**src/mtc_core_regs.svh**
```systemverilog
`ifndef MTC_CORE_REGS_SVH
`define MTC_CORE_REGS_SVH

// System clocks in one machine cycle
`define MTC_MC_CLOCKS 4
// Data memory address that maps onto the program counter low byte
`define MTC_PC_LOW_ADDR 8'h02
// Reset values
`define MTC_PC_RST 10'h000
`define MTC_ACC_RST 8'h00
`define MTC_FLAGS_RST 4'h0
// Field positions of a program word when read as table data
`define MTC_TAB_LO_MSB 7
`define MTC_TAB_HI_LSB 8
`define MTC_TAB_HI_MSB 15

`endif

```
**src/mtc_pkg.sv**
```systemverilog
package mtc_pkg;

	typedef enum logic [5:0] {
		OP_NOP, OP_MOV_A_M, OP_MOV_M_A, OP_MOV_A_X,
		OP_ADD, OP_ADC, OP_SUB, OP_SBC, OP_ADD_X, OP_SUB_X,
		OP_AND, OP_OR, OP_XOR, OP_AND_X, OP_OR_X, OP_XOR_X,
		OP_COMPLEMENT, OP_ADD_ONE, OP_SUB_ONE,
		OP_ROT_R, OP_ROT_L, OP_ROT_R_C, OP_ROT_L_C,
		OP_SET_BIT, OP_CLR_BIT, OP_CLR,
		OP_SKIP_ZERO, OP_SKIP_BIT_CLR, OP_SKIP_BIT_SET,
		OP_JUMP, OP_CALL, OP_SUB_EXIT, OP_INT_EXIT, OP_TAB_READ
	} mtc_op_e;

	// Decoded program word: to_acc steers the result into the accumulator
	typedef struct packed {
		mtc_op_e op;
		logic to_acc;
		logic [2:0] bsel;
		logic [9:0] arg;
	} mtc_insn_s;

	typedef struct packed {
		logic ov;
		logic ac;
		logic c;
		logic z;
	} mtc_flags_s;

	typedef enum logic [1:0] {
		PH_FETCH = 2'b00,
		PH_DECODE = 2'b01,
		PH_OPERAND = 2'b11,
		PH_EXEC = 2'b10
	} mtc_phase_e;

endpackage

```
**src/mtc_core.sv**
```systemverilog
`timescale 1ns/1ps
`include "mtc_core_regs.svh"

// Function
// - A machine cycle is exactly four system clocks and every instruction uses whole ones.
// - Ordinary instructions take one machine cycle; branch, call and table read take two.
// - Jump, subroutine enter, subroutine exit and interrupt exit each take one extra cycle.
// - Writing the program counter low byte jumps there and costs one extra cycle.
// - A conditional skip takes one cycle when not skipping and one more when it skips.
// - Conditional tests look at a data byte or one of its bits and skip the next word or not.
// - Subroutine exit resumes at the address right after the calling instruction.
// - Moves go register to accumulator, accumulator to register, or constant to accumulator.
// - Addition flags carry above 255 and subtraction flags borrow below 0.
// - Add one and subtract one change the operand by one into memory or accumulator.
// - And, or and xor combine with the accumulator, complement inverts the data byte; all set zero on a zero result.
// - Rotates move a byte one bit left or right, the carry variants passing through carry.
// - Bit set and clear read the byte, change only that bit and write it back.
// - Table read fetches constant data from program memory into a data register.
// - Add and subtract, with or without carry, update zero, carry, half carry and overflow.
module mtc_core #(
	parameter int PC_W = 10,
	parameter int STACK_DEPTH = 4
) (
	// Clock and reset
	input wire logic ref_clk_i,
	input wire logic rst_i,
	// Program memory
	output logic [PC_W-1:0] pm_addr_o,
	input wire mtc_pkg::mtc_insn_s pm_data_i,
	// Data memory
	output logic [7:0] dm_addr_o,
	output logic [7:0] dm_wdata_o,
	output logic dm_we_o,
	input wire logic [7:0] dm_rdata_i,
	// Core state
	output logic [7:0] acc_o,
	output mtc_pkg::mtc_flags_s flags_o,
	output logic [7:0] tab_hi_o,
	output logic retire_o
);

	localparam int SP_W = (STACK_DEPTH > 1) ? $clog2(STACK_DEPTH) : 1;

	if (PC_W < 9 || PC_W > 10) begin : g_chk_pc
		$error("PC_W must be 9 or 10");
	end
	if (STACK_DEPTH < 2 || (STACK_DEPTH & (STACK_DEPTH - 1)) != 0) begin : g_chk_stk
		$error("STACK_DEPTH must be a power of two, at least 2");
	end
	if (`MTC_MC_CLOCKS != 4) begin : g_chk_mc
		$error("Phase sequencer serves four clocks per machine cycle");
	end

	////////////////////////////////////////////////////////////////////////////
	// State

	mtc_pkg::mtc_phase_e phase;
	mtc_pkg::mtc_phase_e next_phase;
	mtc_pkg::mtc_insn_s insn;
	logic [PC_W-1:0] pc;
	logic [7:0] opnd;
	logic flush;
	logic tab_pend;
	logic [15:0] tab_word;
	logic [SP_W-1:0] sp;
	logic [PC_W-1:0] stack [STACK_DEPTH];

	////////////////////////////////////////////////////////////////////////////
	// Decode

	wire mtc_pkg::mtc_op_e op = insn.op;
	wire exec_end = (phase == mtc_pkg::PH_EXEC);
	wire pc_low_sel = (insn.arg[7:0] == `MTC_PC_LOW_ADDR);
	wire is_imm = op inside {mtc_pkg::OP_ADD_X, mtc_pkg::OP_SUB_X, mtc_pkg::OP_AND_X,
		mtc_pkg::OP_OR_X, mtc_pkg::OP_XOR_X, mtc_pkg::OP_MOV_A_X};
	wire is_add = op inside {mtc_pkg::OP_ADD, mtc_pkg::OP_ADC, mtc_pkg::OP_ADD_X};
	wire is_sub = op inside {mtc_pkg::OP_SUB, mtc_pkg::OP_SBC, mtc_pkg::OP_SUB_X};
	wire is_logic = op inside {mtc_pkg::OP_AND, mtc_pkg::OP_OR, mtc_pkg::OP_XOR,
		mtc_pkg::OP_AND_X, mtc_pkg::OP_OR_X, mtc_pkg::OP_XOR_X, mtc_pkg::OP_COMPLEMENT};
	wire is_step = op inside {mtc_pkg::OP_ADD_ONE, mtc_pkg::OP_SUB_ONE};
	wire is_rot = op inside {mtc_pkg::OP_ROT_R, mtc_pkg::OP_ROT_L,
		mtc_pkg::OP_ROT_R_C, mtc_pkg::OP_ROT_L_C};
	wire is_bit = op inside {mtc_pkg::OP_SET_BIT, mtc_pkg::OP_CLR_BIT};
	wire is_exit = op inside {mtc_pkg::OP_SUB_EXIT, mtc_pkg::OP_INT_EXIT};
	wire is_call = (op == mtc_pkg::OP_CALL);
	wire is_jump = (op == mtc_pkg::OP_JUMP);
	wire is_tab = (op == mtc_pkg::OP_TAB_READ);

	// Operand paths
	wire [7:0] b = is_imm ? insn.arg[7:0] : opnd;
	wire [7:0] bit_mask = 8'h01 << insn.bsel;
	// Carry holds the borrow after a subtraction
	wire cin = (op == mtc_pkg::OP_ADC) ? flags_o.c : 1'b0;
	wire bin = (op == mtc_pkg::OP_SBC) ? flags_o.c : 1'b0;

	// Arithmetic, carry out in bit 8 and half carry in bit 4
	wire [8:0] sum9 = {1'b0, acc_o} + {1'b0, b} + {8'h00, cin};
	wire [8:0] dif9 = {1'b0, acc_o} - {1'b0, b} - {8'h00, bin};
	wire [4:0] sum_lo = {1'b0, acc_o[3:0]} + {1'b0, b[3:0]} + {4'h0, cin};
	wire [4:0] dif_lo = {1'b0, acc_o[3:0]} - {1'b0, b[3:0]} - {4'h0, bin};
	wire ov_add = (acc_o[7] == b[7]) && (sum9[7] != acc_o[7]);
	wire ov_sub = (acc_o[7] != b[7]) && (dif9[7] != acc_o[7]);

	// Skip tests on the data byte or one of its bits
	wire skip_take = ((op == mtc_pkg::OP_SKIP_ZERO) && (opnd == 8'h00)) ||
		((op == mtc_pkg::OP_SKIP_BIT_CLR) && !opnd[insn.bsel]) ||
		((op == mtc_pkg::OP_SKIP_BIT_SET) && opnd[insn.bsel]);

	logic [7:0] res;
	logic wr_acc;
	logic wr_mem;
	mtc_pkg::mtc_flags_s next_flags;

	always_comb begin
		res = 8'h00;
		wr_acc = 1'b0;
		wr_mem = 1'b0;
		next_flags = flags_o;
		unique case (op)
			mtc_pkg::OP_MOV_A_M: begin
				res = opnd;
				wr_acc = 1'b1;
			end
			mtc_pkg::OP_MOV_M_A: begin
				res = acc_o;
				wr_mem = 1'b1;
			end
			mtc_pkg::OP_MOV_A_X: begin
				res = insn.arg[7:0];
				wr_acc = 1'b1;
			end
			mtc_pkg::OP_ADD, mtc_pkg::OP_ADC, mtc_pkg::OP_ADD_X: res = sum9[7:0];
			mtc_pkg::OP_SUB, mtc_pkg::OP_SBC, mtc_pkg::OP_SUB_X: res = dif9[7:0];
			mtc_pkg::OP_AND, mtc_pkg::OP_AND_X: res = acc_o & b;
			mtc_pkg::OP_OR, mtc_pkg::OP_OR_X: res = acc_o | b;
			mtc_pkg::OP_XOR, mtc_pkg::OP_XOR_X: res = acc_o ^ b;
			mtc_pkg::OP_COMPLEMENT: res = ~opnd;
			mtc_pkg::OP_ADD_ONE: res = opnd + 8'h01;
			mtc_pkg::OP_SUB_ONE: res = opnd - 8'h01;
			mtc_pkg::OP_ROT_R: res = {opnd[0], opnd[7:1]};
			mtc_pkg::OP_ROT_L: res = {opnd[6:0], opnd[7]};
			mtc_pkg::OP_ROT_R_C: begin
				res = {flags_o.c, opnd[7:1]};
				next_flags.c = opnd[0];
			end
			mtc_pkg::OP_ROT_L_C: begin
				res = {opnd[6:0], flags_o.c};
				next_flags.c = opnd[7];
			end
			mtc_pkg::OP_SET_BIT: res = opnd | bit_mask;
			mtc_pkg::OP_CLR_BIT: res = opnd & ~bit_mask;
			mtc_pkg::OP_CLR: begin
				res = 8'h00;
				wr_mem = 1'b1;
			end
			default: res = 8'h00;
		endcase
		// Memory forms write back unless steered into the accumulator; bit set and clear always write back
		if (is_add || is_sub || is_logic || is_step || is_rot || is_bit) begin
			wr_acc = insn.to_acc && !is_bit;
			wr_mem = !insn.to_acc || is_bit;
		end
		// Immediate forms always land in the accumulator
		if (is_imm) begin
			wr_acc = 1'b1;
			wr_mem = 1'b0;
		end
		if (is_add || is_sub) begin
			next_flags.z = (res == 8'h00);
			next_flags.c = is_add ? sum9[8] : dif9[8];
			next_flags.ac = is_add ? sum_lo[4] : dif_lo[4];
			next_flags.ov = is_add ? ov_add : ov_sub;
		end
		if (is_logic || is_step) begin
			next_flags.z = (res == 8'h00);
		end
	end

	////////////////////////////////////////////////////////////////////////////
	// Program flow

	wire pc_low_write = wr_mem && pc_low_sel;
	// Any change of flow costs a second machine cycle
	wire two_cycle = is_jump || is_call || is_exit || is_tab || skip_take || pc_low_write;
	wire [SP_W-1:0] sp_top = sp - SP_W'(1);
	wire [PC_W-1:0] pc_inc = pc + PC_W'(1);
	wire [PC_W-1:0] tab_addr = {{(PC_W-8){1'b1}}, acc_o}; // Tables sit in the last page

	logic [PC_W-1:0] next_pc;

	assign next_pc = (is_jump || is_call) ? insn.arg[PC_W-1:0] :
		is_exit ? stack[sp_top] :
		pc_low_write ? {pc[PC_W-1:8], res} :
		skip_take ? pc + PC_W'(2) : pc_inc;

	assign next_phase = (phase == mtc_pkg::PH_FETCH) ? mtc_pkg::PH_DECODE :
		(phase == mtc_pkg::PH_DECODE) ? mtc_pkg::PH_OPERAND :
		(phase == mtc_pkg::PH_OPERAND) ? mtc_pkg::PH_EXEC : mtc_pkg::PH_FETCH;

	////////////////////////////////////////////////////////////////////////////
	// Sequencer

	always_ff @(posedge ref_clk_i or posedge rst_i) begin
		if (rst_i) begin
			phase <= mtc_pkg::PH_FETCH;
		end else begin
			phase <= next_phase;
		end
	end

	always_ff @(posedge ref_clk_i or posedge rst_i) begin
		if (rst_i) begin
			insn <= '0;
			tab_word <= 16'h0000;
			dm_addr_o <= 8'h00;
			opnd <= 8'h00;
		end else begin
			// A discarded cycle never replaces the instruction or its address
			if (phase == mtc_pkg::PH_FETCH && !flush) begin
				insn <= pm_data_i;
			end
			if (phase == mtc_pkg::PH_FETCH && tab_pend) begin
				tab_word <= pm_data_i[`MTC_TAB_HI_MSB:0];
			end
			if (phase == mtc_pkg::PH_DECODE && !flush) begin
				dm_addr_o <= insn.arg[7:0];
			end
			if (phase == mtc_pkg::PH_OPERAND && !flush) begin
				opnd <= pc_low_sel ? pc[7:0] : dm_rdata_i;
			end
		end
	end

	always_ff @(posedge ref_clk_i or posedge rst_i) begin
		if (rst_i) begin
			pc <= PC_W'(`MTC_PC_RST);
			pm_addr_o <= PC_W'(`MTC_PC_RST);
			acc_o <= `MTC_ACC_RST;
			flags_o <= `MTC_FLAGS_RST;
			flush <= 1'b0;
			tab_pend <= 1'b0;
			sp <= '0;
			dm_we_o <= 1'b0;
			dm_wdata_o <= 8'h00;
			tab_hi_o <= 8'h00;
			retire_o <= 1'b0;
		end else begin
			dm_we_o <= 1'b0;
			retire_o <= 1'b0;
			if (exec_end && flush) begin
				// Second cycle: the prefetched word is dropped, fetch resumes at pc
				flush <= 1'b0;
				pm_addr_o <= pc;
				retire_o <= 1'b1;
				tab_pend <= 1'b0;
				if (tab_pend) begin
					tab_hi_o <= tab_word[`MTC_TAB_HI_MSB:`MTC_TAB_HI_LSB];
					dm_we_o <= !pc_low_sel;
					dm_wdata_o <= tab_word[`MTC_TAB_LO_MSB:0];
				end
			end else if (exec_end) begin
				pc <= next_pc;
				flags_o <= next_flags;
				flush <= two_cycle;
				tab_pend <= is_tab;
				retire_o <= !two_cycle;
				// Extra cycle fetches the stale next word, or the table word
				pm_addr_o <= is_tab ? tab_addr : (two_cycle ? pc_inc : next_pc);
				if (wr_acc) begin
					acc_o <= res;
				end
				// Low counter byte lives in the core, not in data memory
				if (wr_mem && !pc_low_sel) begin
					dm_we_o <= 1'b1;
					dm_wdata_o <= res;
				end
				if (is_call) begin
					sp <= sp + SP_W'(1);
				end else if (is_exit) begin
					sp <= sp_top;
				end
			end
		end
	end

	// Return stack, one register per level
	for (genvar i = 0; i < STACK_DEPTH; i++) begin : g_stack
		always_ff @(posedge ref_clk_i or posedge rst_i) begin
			if (rst_i) begin
				stack[i] <= '0;
			end else if (exec_end && !flush && is_call && sp == SP_W'(i)) begin
				stack[i] <= pc_inc;
			end
		end
	end

endmodule // mtc_core

```
**config.mk**
```make
export PLATFORM = sky130hd
export DESIGN_NAME = mtc_core
export DESIGN_NICKNAME = d
export VERILOG_FILES = /design/src/mtc_pkg.sv /design/src/mtc_core.sv
export VERILOG_INCLUDE_DIRS = /design/src
export SDC_FILE = /design/constraint.sdc
export NUM_CORES = 1
export LEC_CHECK = 0
export ABC_AREA = 1
export BUFFER_PORTS_ARGS = -buffer_cell sky130_fd_sc_hd__buf_2
export CORE_MARGIN = 3
export CORE_UTILIZATION = 40
export DETAILED_ROUTE_END_ITERATION = 10
export SLEW_MARGIN = 20
export SYNTH_ARGS = -nofsm -noshare
export SYNTH_HDL_FRONTEND = slang
export SYNTH_SLANG_ARGS = --single-unit
```
**constraint.sdc**
```tcl
create_clock -name ref_clk_i -period 5.4 [get_ports ref_clk_i]
set_clock_uncertainty 0.1 [all_clocks]
set_input_delay 0.81 -clock ref_clk_i [delete_from_list [all_inputs] [get_ports ref_clk_i]]
set_output_delay 0.81 -clock ref_clk_i [all_outputs]
set_load 0.02 [all_outputs]
```
### Word-level counts from Yosys, hierarchy flattened

Cells that the tools add are included.

| word-level totals | value |
|---|---|
| input port bits | 30 |
| register bits | 148 |
| output and inout bits | 48 |
| logic and storage cells | 217 |

| cells by class | value |
|---|---|
| eq/ne operators | 45 |
| mux-type cells | 49 |
| add/sub/neg operators | 14 |
| $lt $le $gt $ge | 2 |
| shift-type cells | 1 |
| reductions and logical operators | 71 |
| bitwise logic cells | 9 |

Operator list:

| cell | number |
|---|---|
| one-hot mux 8 bit (17 select lines) | 1 |
| two-way mux 10 bit | 10 |
| equality test 6 x 5 -> 1 bit, second input constant | 16 |
| equality test 6 x 4 -> 1 bit, second input constant | 8 |
| two-way mux 8 bit | 6 |
| equality test 6 x 3 -> 1 bit, second input constant | 4 |
| two-way mux 1 bit | 23 |
| binary-select mux 10 bit (select 2 bit) | 1 |
| logical AND 1 bit | 19 |
| AND reduction 3 bit | 6 |
| AND 8 bit | 2 |
| zero test 8 bit | 2 |
| NOT 8 bit | 2 |
| bitwise OR 8 bit | 2 |
| logical OR 1 bit | 14 |
| nonzero test 2 bit | 7 |
| equality test 6 x 2 -> 1 bit, second input constant | 2 |
| equality test 6 bit, second input constant | 2 |
| two-way mux 2 bit | 6 |
| adder 10 x 1 -> 10 bit, second input constant | 1 |
| adder 10 x 2 -> 10 bit, second input constant | 1 |
| OR reduction 2 bit | 5 |
| adder 8 x 8 -> 9 bit | 1 |
| adder 9 x 1 -> 9 bit | 1 |
| 33 further kinds | 49 |

### Depth between registers and ports, before layout

| depth | value |
|---|---|
| word-level depth | 17 |
| mapped depth | 30 |
| mapped depth without buffers | 30 |

### Worst setup path after synthesis

OpenSTA, ideal clock, no wires.

| timing path | value |
|---|---|
| path kind | reg2reg |
| start point | register insn, in the netlist op[5] |
| end point | register pc[7] |
| library setup time | 0.117 ns |
| buffers on the path | 2 |
| arrival time | 3.221 ns |
| period minus slack after synthesis | 3.438 ns |
| data required time | 5.183 ns |
| slack | 1.962 ns |
| cell stages (with the launch flop) | 24 |
| cell sequence | dfrtp_1 nor2_4 buf_2 nand3_2 nand2_2 clkbuf_1 o21ai_0 ha_1 inv_1 ha_1 nand2_1 inv_1 a21oi_1 nand3b_1 nand3_1 nand2_1 inv_1 nand3_1 nand2_1 nand3_1 nand2_1 nand2_1 nand2_1 nand2_1 |

| between the ends | value |
|---|---|
| word-level cells in the longest chain between the ends | 13 |
| elaborated cells between the ends (all ways) | 77 |
| those cells by class | add/sub: 4; eq/ne: 32; mux: 11; bitwise: 3; reduce/logical: 27 |

RTL lines:

| element | line | source |
|---|---|---|
| start: declaration | mtc_core.sv:59 | `mtc_pkg::mtc_insn_s insn;` |
| start signal: assignment | mtc_core.sv:220 | `insn <= pm_data_i;` |
| branches (longest 12 deep; another with subtractor 8 x 8 -> 9 bit) | - |  |
| two-way mux 10 bit (*) | mtc_core.sv:191 | `assign next_pc = (is_jump \|\| is_call) ? insn.arg[PC_W-1:0] :` |
| end signal: assignment | mtc_core.sv:236 | `` pc <= PC_W'(`MTC_PC_RST); `` |
| end signal: assignment | mtc_core.sv:262 | `pc <= next_pc;` |
| end: declaration | mtc_core.sv:60 | `logic [PC_W-1:0] pc;` |

Mark *: on every way between the ends.
A chain may end at the register's enable or synchronous reset.

### Final worst setup path

| timing path | value |
|---|---|
| start point | register insn, in the netlist op[2] |
| end point | register flags_o[0] (netlist bit) |

| between the ends | value |
|---|---|
| word-level cells in the longest chain between the ends | 9 |
| elaborated cells between the ends (all ways) | 52 |
| those cells by class | add/sub: 4; eq/ne: 24; mux: 6; bitwise: 3; reduce/logical: 15 |

RTL lines:

| element | line | source |
|---|---|---|
| equality test 6 x 4 -> 1 bit (tied with other cells) | mtc_core.sv:74, mtc_core.sv:76, mtc_core.sv:119 |  |
| nonzero test 6 bit | mtc_core.sv:74 | `wire is_imm = op inside {mtc_pkg::OP_ADD_X, mtc_pkg::OP_SUB_X, mtc_pkg::OP_AND_X,` |
| two-way mux 8 bit | mtc_core.sv:90 | `wire [7:0] b = is_imm ? insn.arg[7:0] : opnd;` |
| subtractor 8 x 8 -> 9 bit or adder 8 x 8 -> 9 bit (tied branches) | mtc_core.sv:98, mtc_core.sv:97 |  |
| subtractor 9 x 1 -> 9 bit or adder 9 x 1 -> 9 bit (tied branches) | mtc_core.sv:98, mtc_core.sv:97 |  |
| one-hot mux 8 bit (17 select lines) | mtc_core.sv:119 | `unique case (op)` |
| zero test 8 bit | mtc_core.sv:169, mtc_core.sv:175 |  |
| two-way mux 2 bit | mtc_core.sv:168 | `if (is_add \|\| is_sub) begin` |
| two-way mux 1 bit | mtc_core.sv:174 | `if (is_logic \|\| is_step) begin` |
| end signal: assignment | mtc_core.sv:239 | `` flags_o <= `MTC_FLAGS_RST; `` |
| end signal: assignment | mtc_core.sv:263 | `flags_o <= next_flags;` |
| end: declaration | mtc_core.sv:37 | `output mtc_pkg::mtc_flags_s flags_o,` |

Several ways; a longest one is shown, not always the timed one. The select of a mux whose other input is x is not followed.

==> impl_metrics.env <==
export IMPL_track_usage_pct=26.8
export IMPL_grt_pass1_wl_mm=54.7
export IMPL_clock_power_share_pct=20.1
export IMPL_cts_resized=0
export IMPL_num_vias=9724
export IMPL_stdcell_count=1792
export IMPL_tns_ns=0
export IMPL_syn_num_nets=1477
export IMPL_portBuffers=77
export IMPL_slew_viol_final=0
export IMPL_internal_power_uw=2990
export IMPL_cts_tree="yes"
export IMPL_max_freq_ghz=0.238
export IMPL_fin_nets=1536
export IMPL_grt_overflow=0
export IMPL_hold_ws_ns=0.381
export IMPL_comb_power_share_pct=49.4
export IMPL_pwr_share_seq_pct=30.4
export IMPL_groute_layer_met1_usage_pct=39.5
export IMPL_criticalPathCategory="flop to flop"
export IMPL_postSynthCellCount=1401
export IMPL_die_w_um=163
export IMPL_met3_usage_pct=4.96
export IMPL_drtIter0Drc=1006
export IMPL_ys_top_cells_by_area="dfrtp_1 (38%), nand2_1 (17%), o21ai_0 (7.7%), inv_1 (6.1%), ha_1 (5.3%)"
export IMPL_ys_ff_latch=148
export IMPL_switching_share_pct=50.1
export IMPL_path_clk_slew_ns=0.08
export IMPL_htree_levels=4
export IMPL_setup_viol=0
export IMPL_final_common_cell="nand2_1"
export IMPL_gp_congestion=0.979
export IMPL_std_cell_rows=56
export IMPL_status="completed"
export IMPL_slew_headroom_pct=34.4
export IMPL_hold_viol=0
export IMPL_clk_latency_ns=0.44
export IMPL_most_common_layout_cells="nand2_1 (439), inv_1 (158), o21ai_0 (150)"
export IMPL_yosysTopAreaCell="dfrtp_1"
export IMPL_min_period_ns=4.20
export IMPL_hp_class="flop to flop"
export IMPL_antenna_found_initial=1
export IMPL_grt_busiest_layer="met2"
export IMPL_syn_area_um2=9840
export IMPL_hpwl_mm=26.4
export IMPL_firstDrtPassIters=5
export IMPL_fillers=2508
export IMPL_synth_avg_cell_area_um2=7.02
export IMPL_via_per_inst=5.43
export IMPL_cp_end_kind="flop"
export IMPL_drcViolationCount=0
export IMPL_synth_distinct_cells=39
export IMPL_worst_slew_pin_slew_ns=0.985
export IMPL_die_area_um2=26500
export IMPL_startpoint_type="flop"
export IMPL_n_antenna_cell=0
export IMPL_drv_cap=0
export IMPL_cp_max_fo=16
export IMPL_wirelength_mm=35.1
export IMPL_crit_required_ns=5.66
export IMPL_die_h_um=163
export IMPL_pwr_density_cell_nw_per_um2=540
export IMPL_critical_path_arrival_ns=4.46
export IMPL_cts_buffer_depth=2
export IMPL_core_area_um2=23800
export IMPL_yosysTopAreaCellShare_pct=37.7
export IMPL_syn_to_final_growth_pct=12.7
export IMPL_grtUsageMet2_pct=39.7
export IMPL_ios=78
export IMPL_vdd_drop_max_mv=0.252
export IMPL_ys_seq_area_share_pct=37.7
export IMPL_wire_per_inst_um=19.6
export IMPL_p_sw_uw=2990
export IMPL_grt_max_degree=106
export IMPL_leakage_uw=0.00574
export IMPL_min_period_over_period_pct=77.7
export IMPL_postCtsHoldBufs=0
export IMPL_yosys_warnings=0
export IMPL_root_buffer="clkbuf_16"
export IMPL_cts_setup_buffers=0
export IMPL_cts_made_buffers=17
export IMPL_start_util_pct=41.3
export IMPL_cts_sinks=148
export IMPL_first_global_vias=9203
export IMPL_dp_cells=1760
export IMPL_drive_gt1_share_pct=11.5
export IMPL_grt_setup_unrepaired="no"
export IMPL_antenna_left=0
metrics by stage:
stage | setup slack [ns] | utilization (%) | power, uW | cell area (um2)
2_1_floorplan | 0.510 | - | 3750 | 9840
3_3_place_gp | 1.35 | 44.1 | 4730 | 10500
3_5_place_dp | 1.30 | 44.1 | 4730 | 10500
4_1_cts | 1.28 | 46.5 | 5950 | 11100
5_1_grt | 0.863 | 46.5 | 6440 | 11100
6_report | 1.20 | 46.5 | 5980 | 11100
kinds of logic (layout without fill, tap and decap cells):
group | Yosys count | count (layout) | synth area share [%]
xor gates and xnor gates | 22 | 22 | 1.96
AOI/OAI and AO/OA | 264 | 264 | 14.6
buffers and inverters | 211 | 283 | 8.26
DFF | 148 | 148 | 37.7
adders and majority gates | 46 | 46 | 6.16
and+or+nand+nor | 701 | 701 | 30.4
muxes | 9 | 9 | 1.03
power by group through the flow:
| stage | Combinational [uW] | Clock (uW) | Sequential [uW] |
|---|---|---|---|
| floorplan | 1950 | 0 | 1800 |
| global placement | 2900 | 0 | 1820 |
| detailed placement | 2910 | 0 | 1820 |
| CTS | 2930 | 1220 | 1800 |
| global route | 3320 | 1260 | 1860 |
| finish | 2960 | 1200 | 1820 |
synth_stat cells:
master    count
buf_1         3
xor2_1       20
a211o_1       4
nand3b_1      7
a21oi_1      55
inv_1       159
xnor2_1       2
nand2_1     440
nand2_4       1
nor2_2        8
buf_6         1
dfrtp_1     148
inv_2         5
or2_2         5
buf_2         4
nor3_1        5
o21ai_1       4
nand3_1      84
nand3_2       8
mux2_2        9
nand2_2       9
ha_1         42
o211ai_1     15
a31oi_1      15
buf_4         2
o22ai_1      15
or2_0         1
o21ai_0     151
nor2_1       99
o31ai_1       1
nand4_1      26
nor4_1        4
fa_1          4
clkbuf_1     36
o221ai_1      1
a22o_1        1
clkinv_1      1
a32o_1        2
nor2_4        4
worst paths after layout:
path	from	end	cells after the start	slack, ns
worst max register to register	op[2]	flags_o[0]	23	1.20
worst max-delay path	op[2]	flags_o[0]	23	1.20
worst min-delay path	pm_addr_o[4]	pm_addr_o[4]	2	0.38
max in group asynchronous	rst_i	sp[0]	3	3.62
worst min register to register	pm_addr_o[4]	pm_addr_o[4]	2	0.38
min in group asynchronous	rst_i	stack[39]	2	0.42
worst max-delay path, cell delays in order (launching register included):
cell and delay, ns:
dfrtp_1 0.44, nor2_2 0.37, nand3_2 0.25, nand2_2 0.27, inv_1 0.14, nand2_1 0.11
nand2_1 0.13, xor2_1 0.16, inv_1 0.06, ha_1 0.13, inv_1 0.04, nand2_1 0.08
inv_1 0.05, fa_1 0.40, nand2_1 0.11, a21oi_1 0.10, xor2_1 0.20, or2_2 0.16
nand4_1 0.15, nor2_1 0.25, inv_1 0.12, nor2_1 0.10, nand3_1 0.08, o21ai_1 0.12
sequential cells by signal, indices dropped and copies added (netlist names), 8 cells and up:
name        count
stack          40
tab_word       16
insn           14
pc             10
pm_addr_o      10
acc_o           8
dm_addr_o       8
dm_wdata_o      8
opnd            8
tab_hi_o        8
area by class of cell:
class,instances,area (um2),share of cell area [%]
Clock inverter,14,136,1.23
Multi-Input combinational cell,1042,5330,48.1
Timing Repair Buffer,86,453,4.09
Sequential cell,148,3700,33.4
Inverter,165,624,5.63
Clock buffer,18,439,3.96
Tap cell,319,399,3.60
routing by layer:
layer,routed length (um),vias up
li1,-,4677
met1,16400,4579
met2,14800,399
met3,2680,67
met4,1090,2
met5,13,-
(Power assumes the default switching activity.)
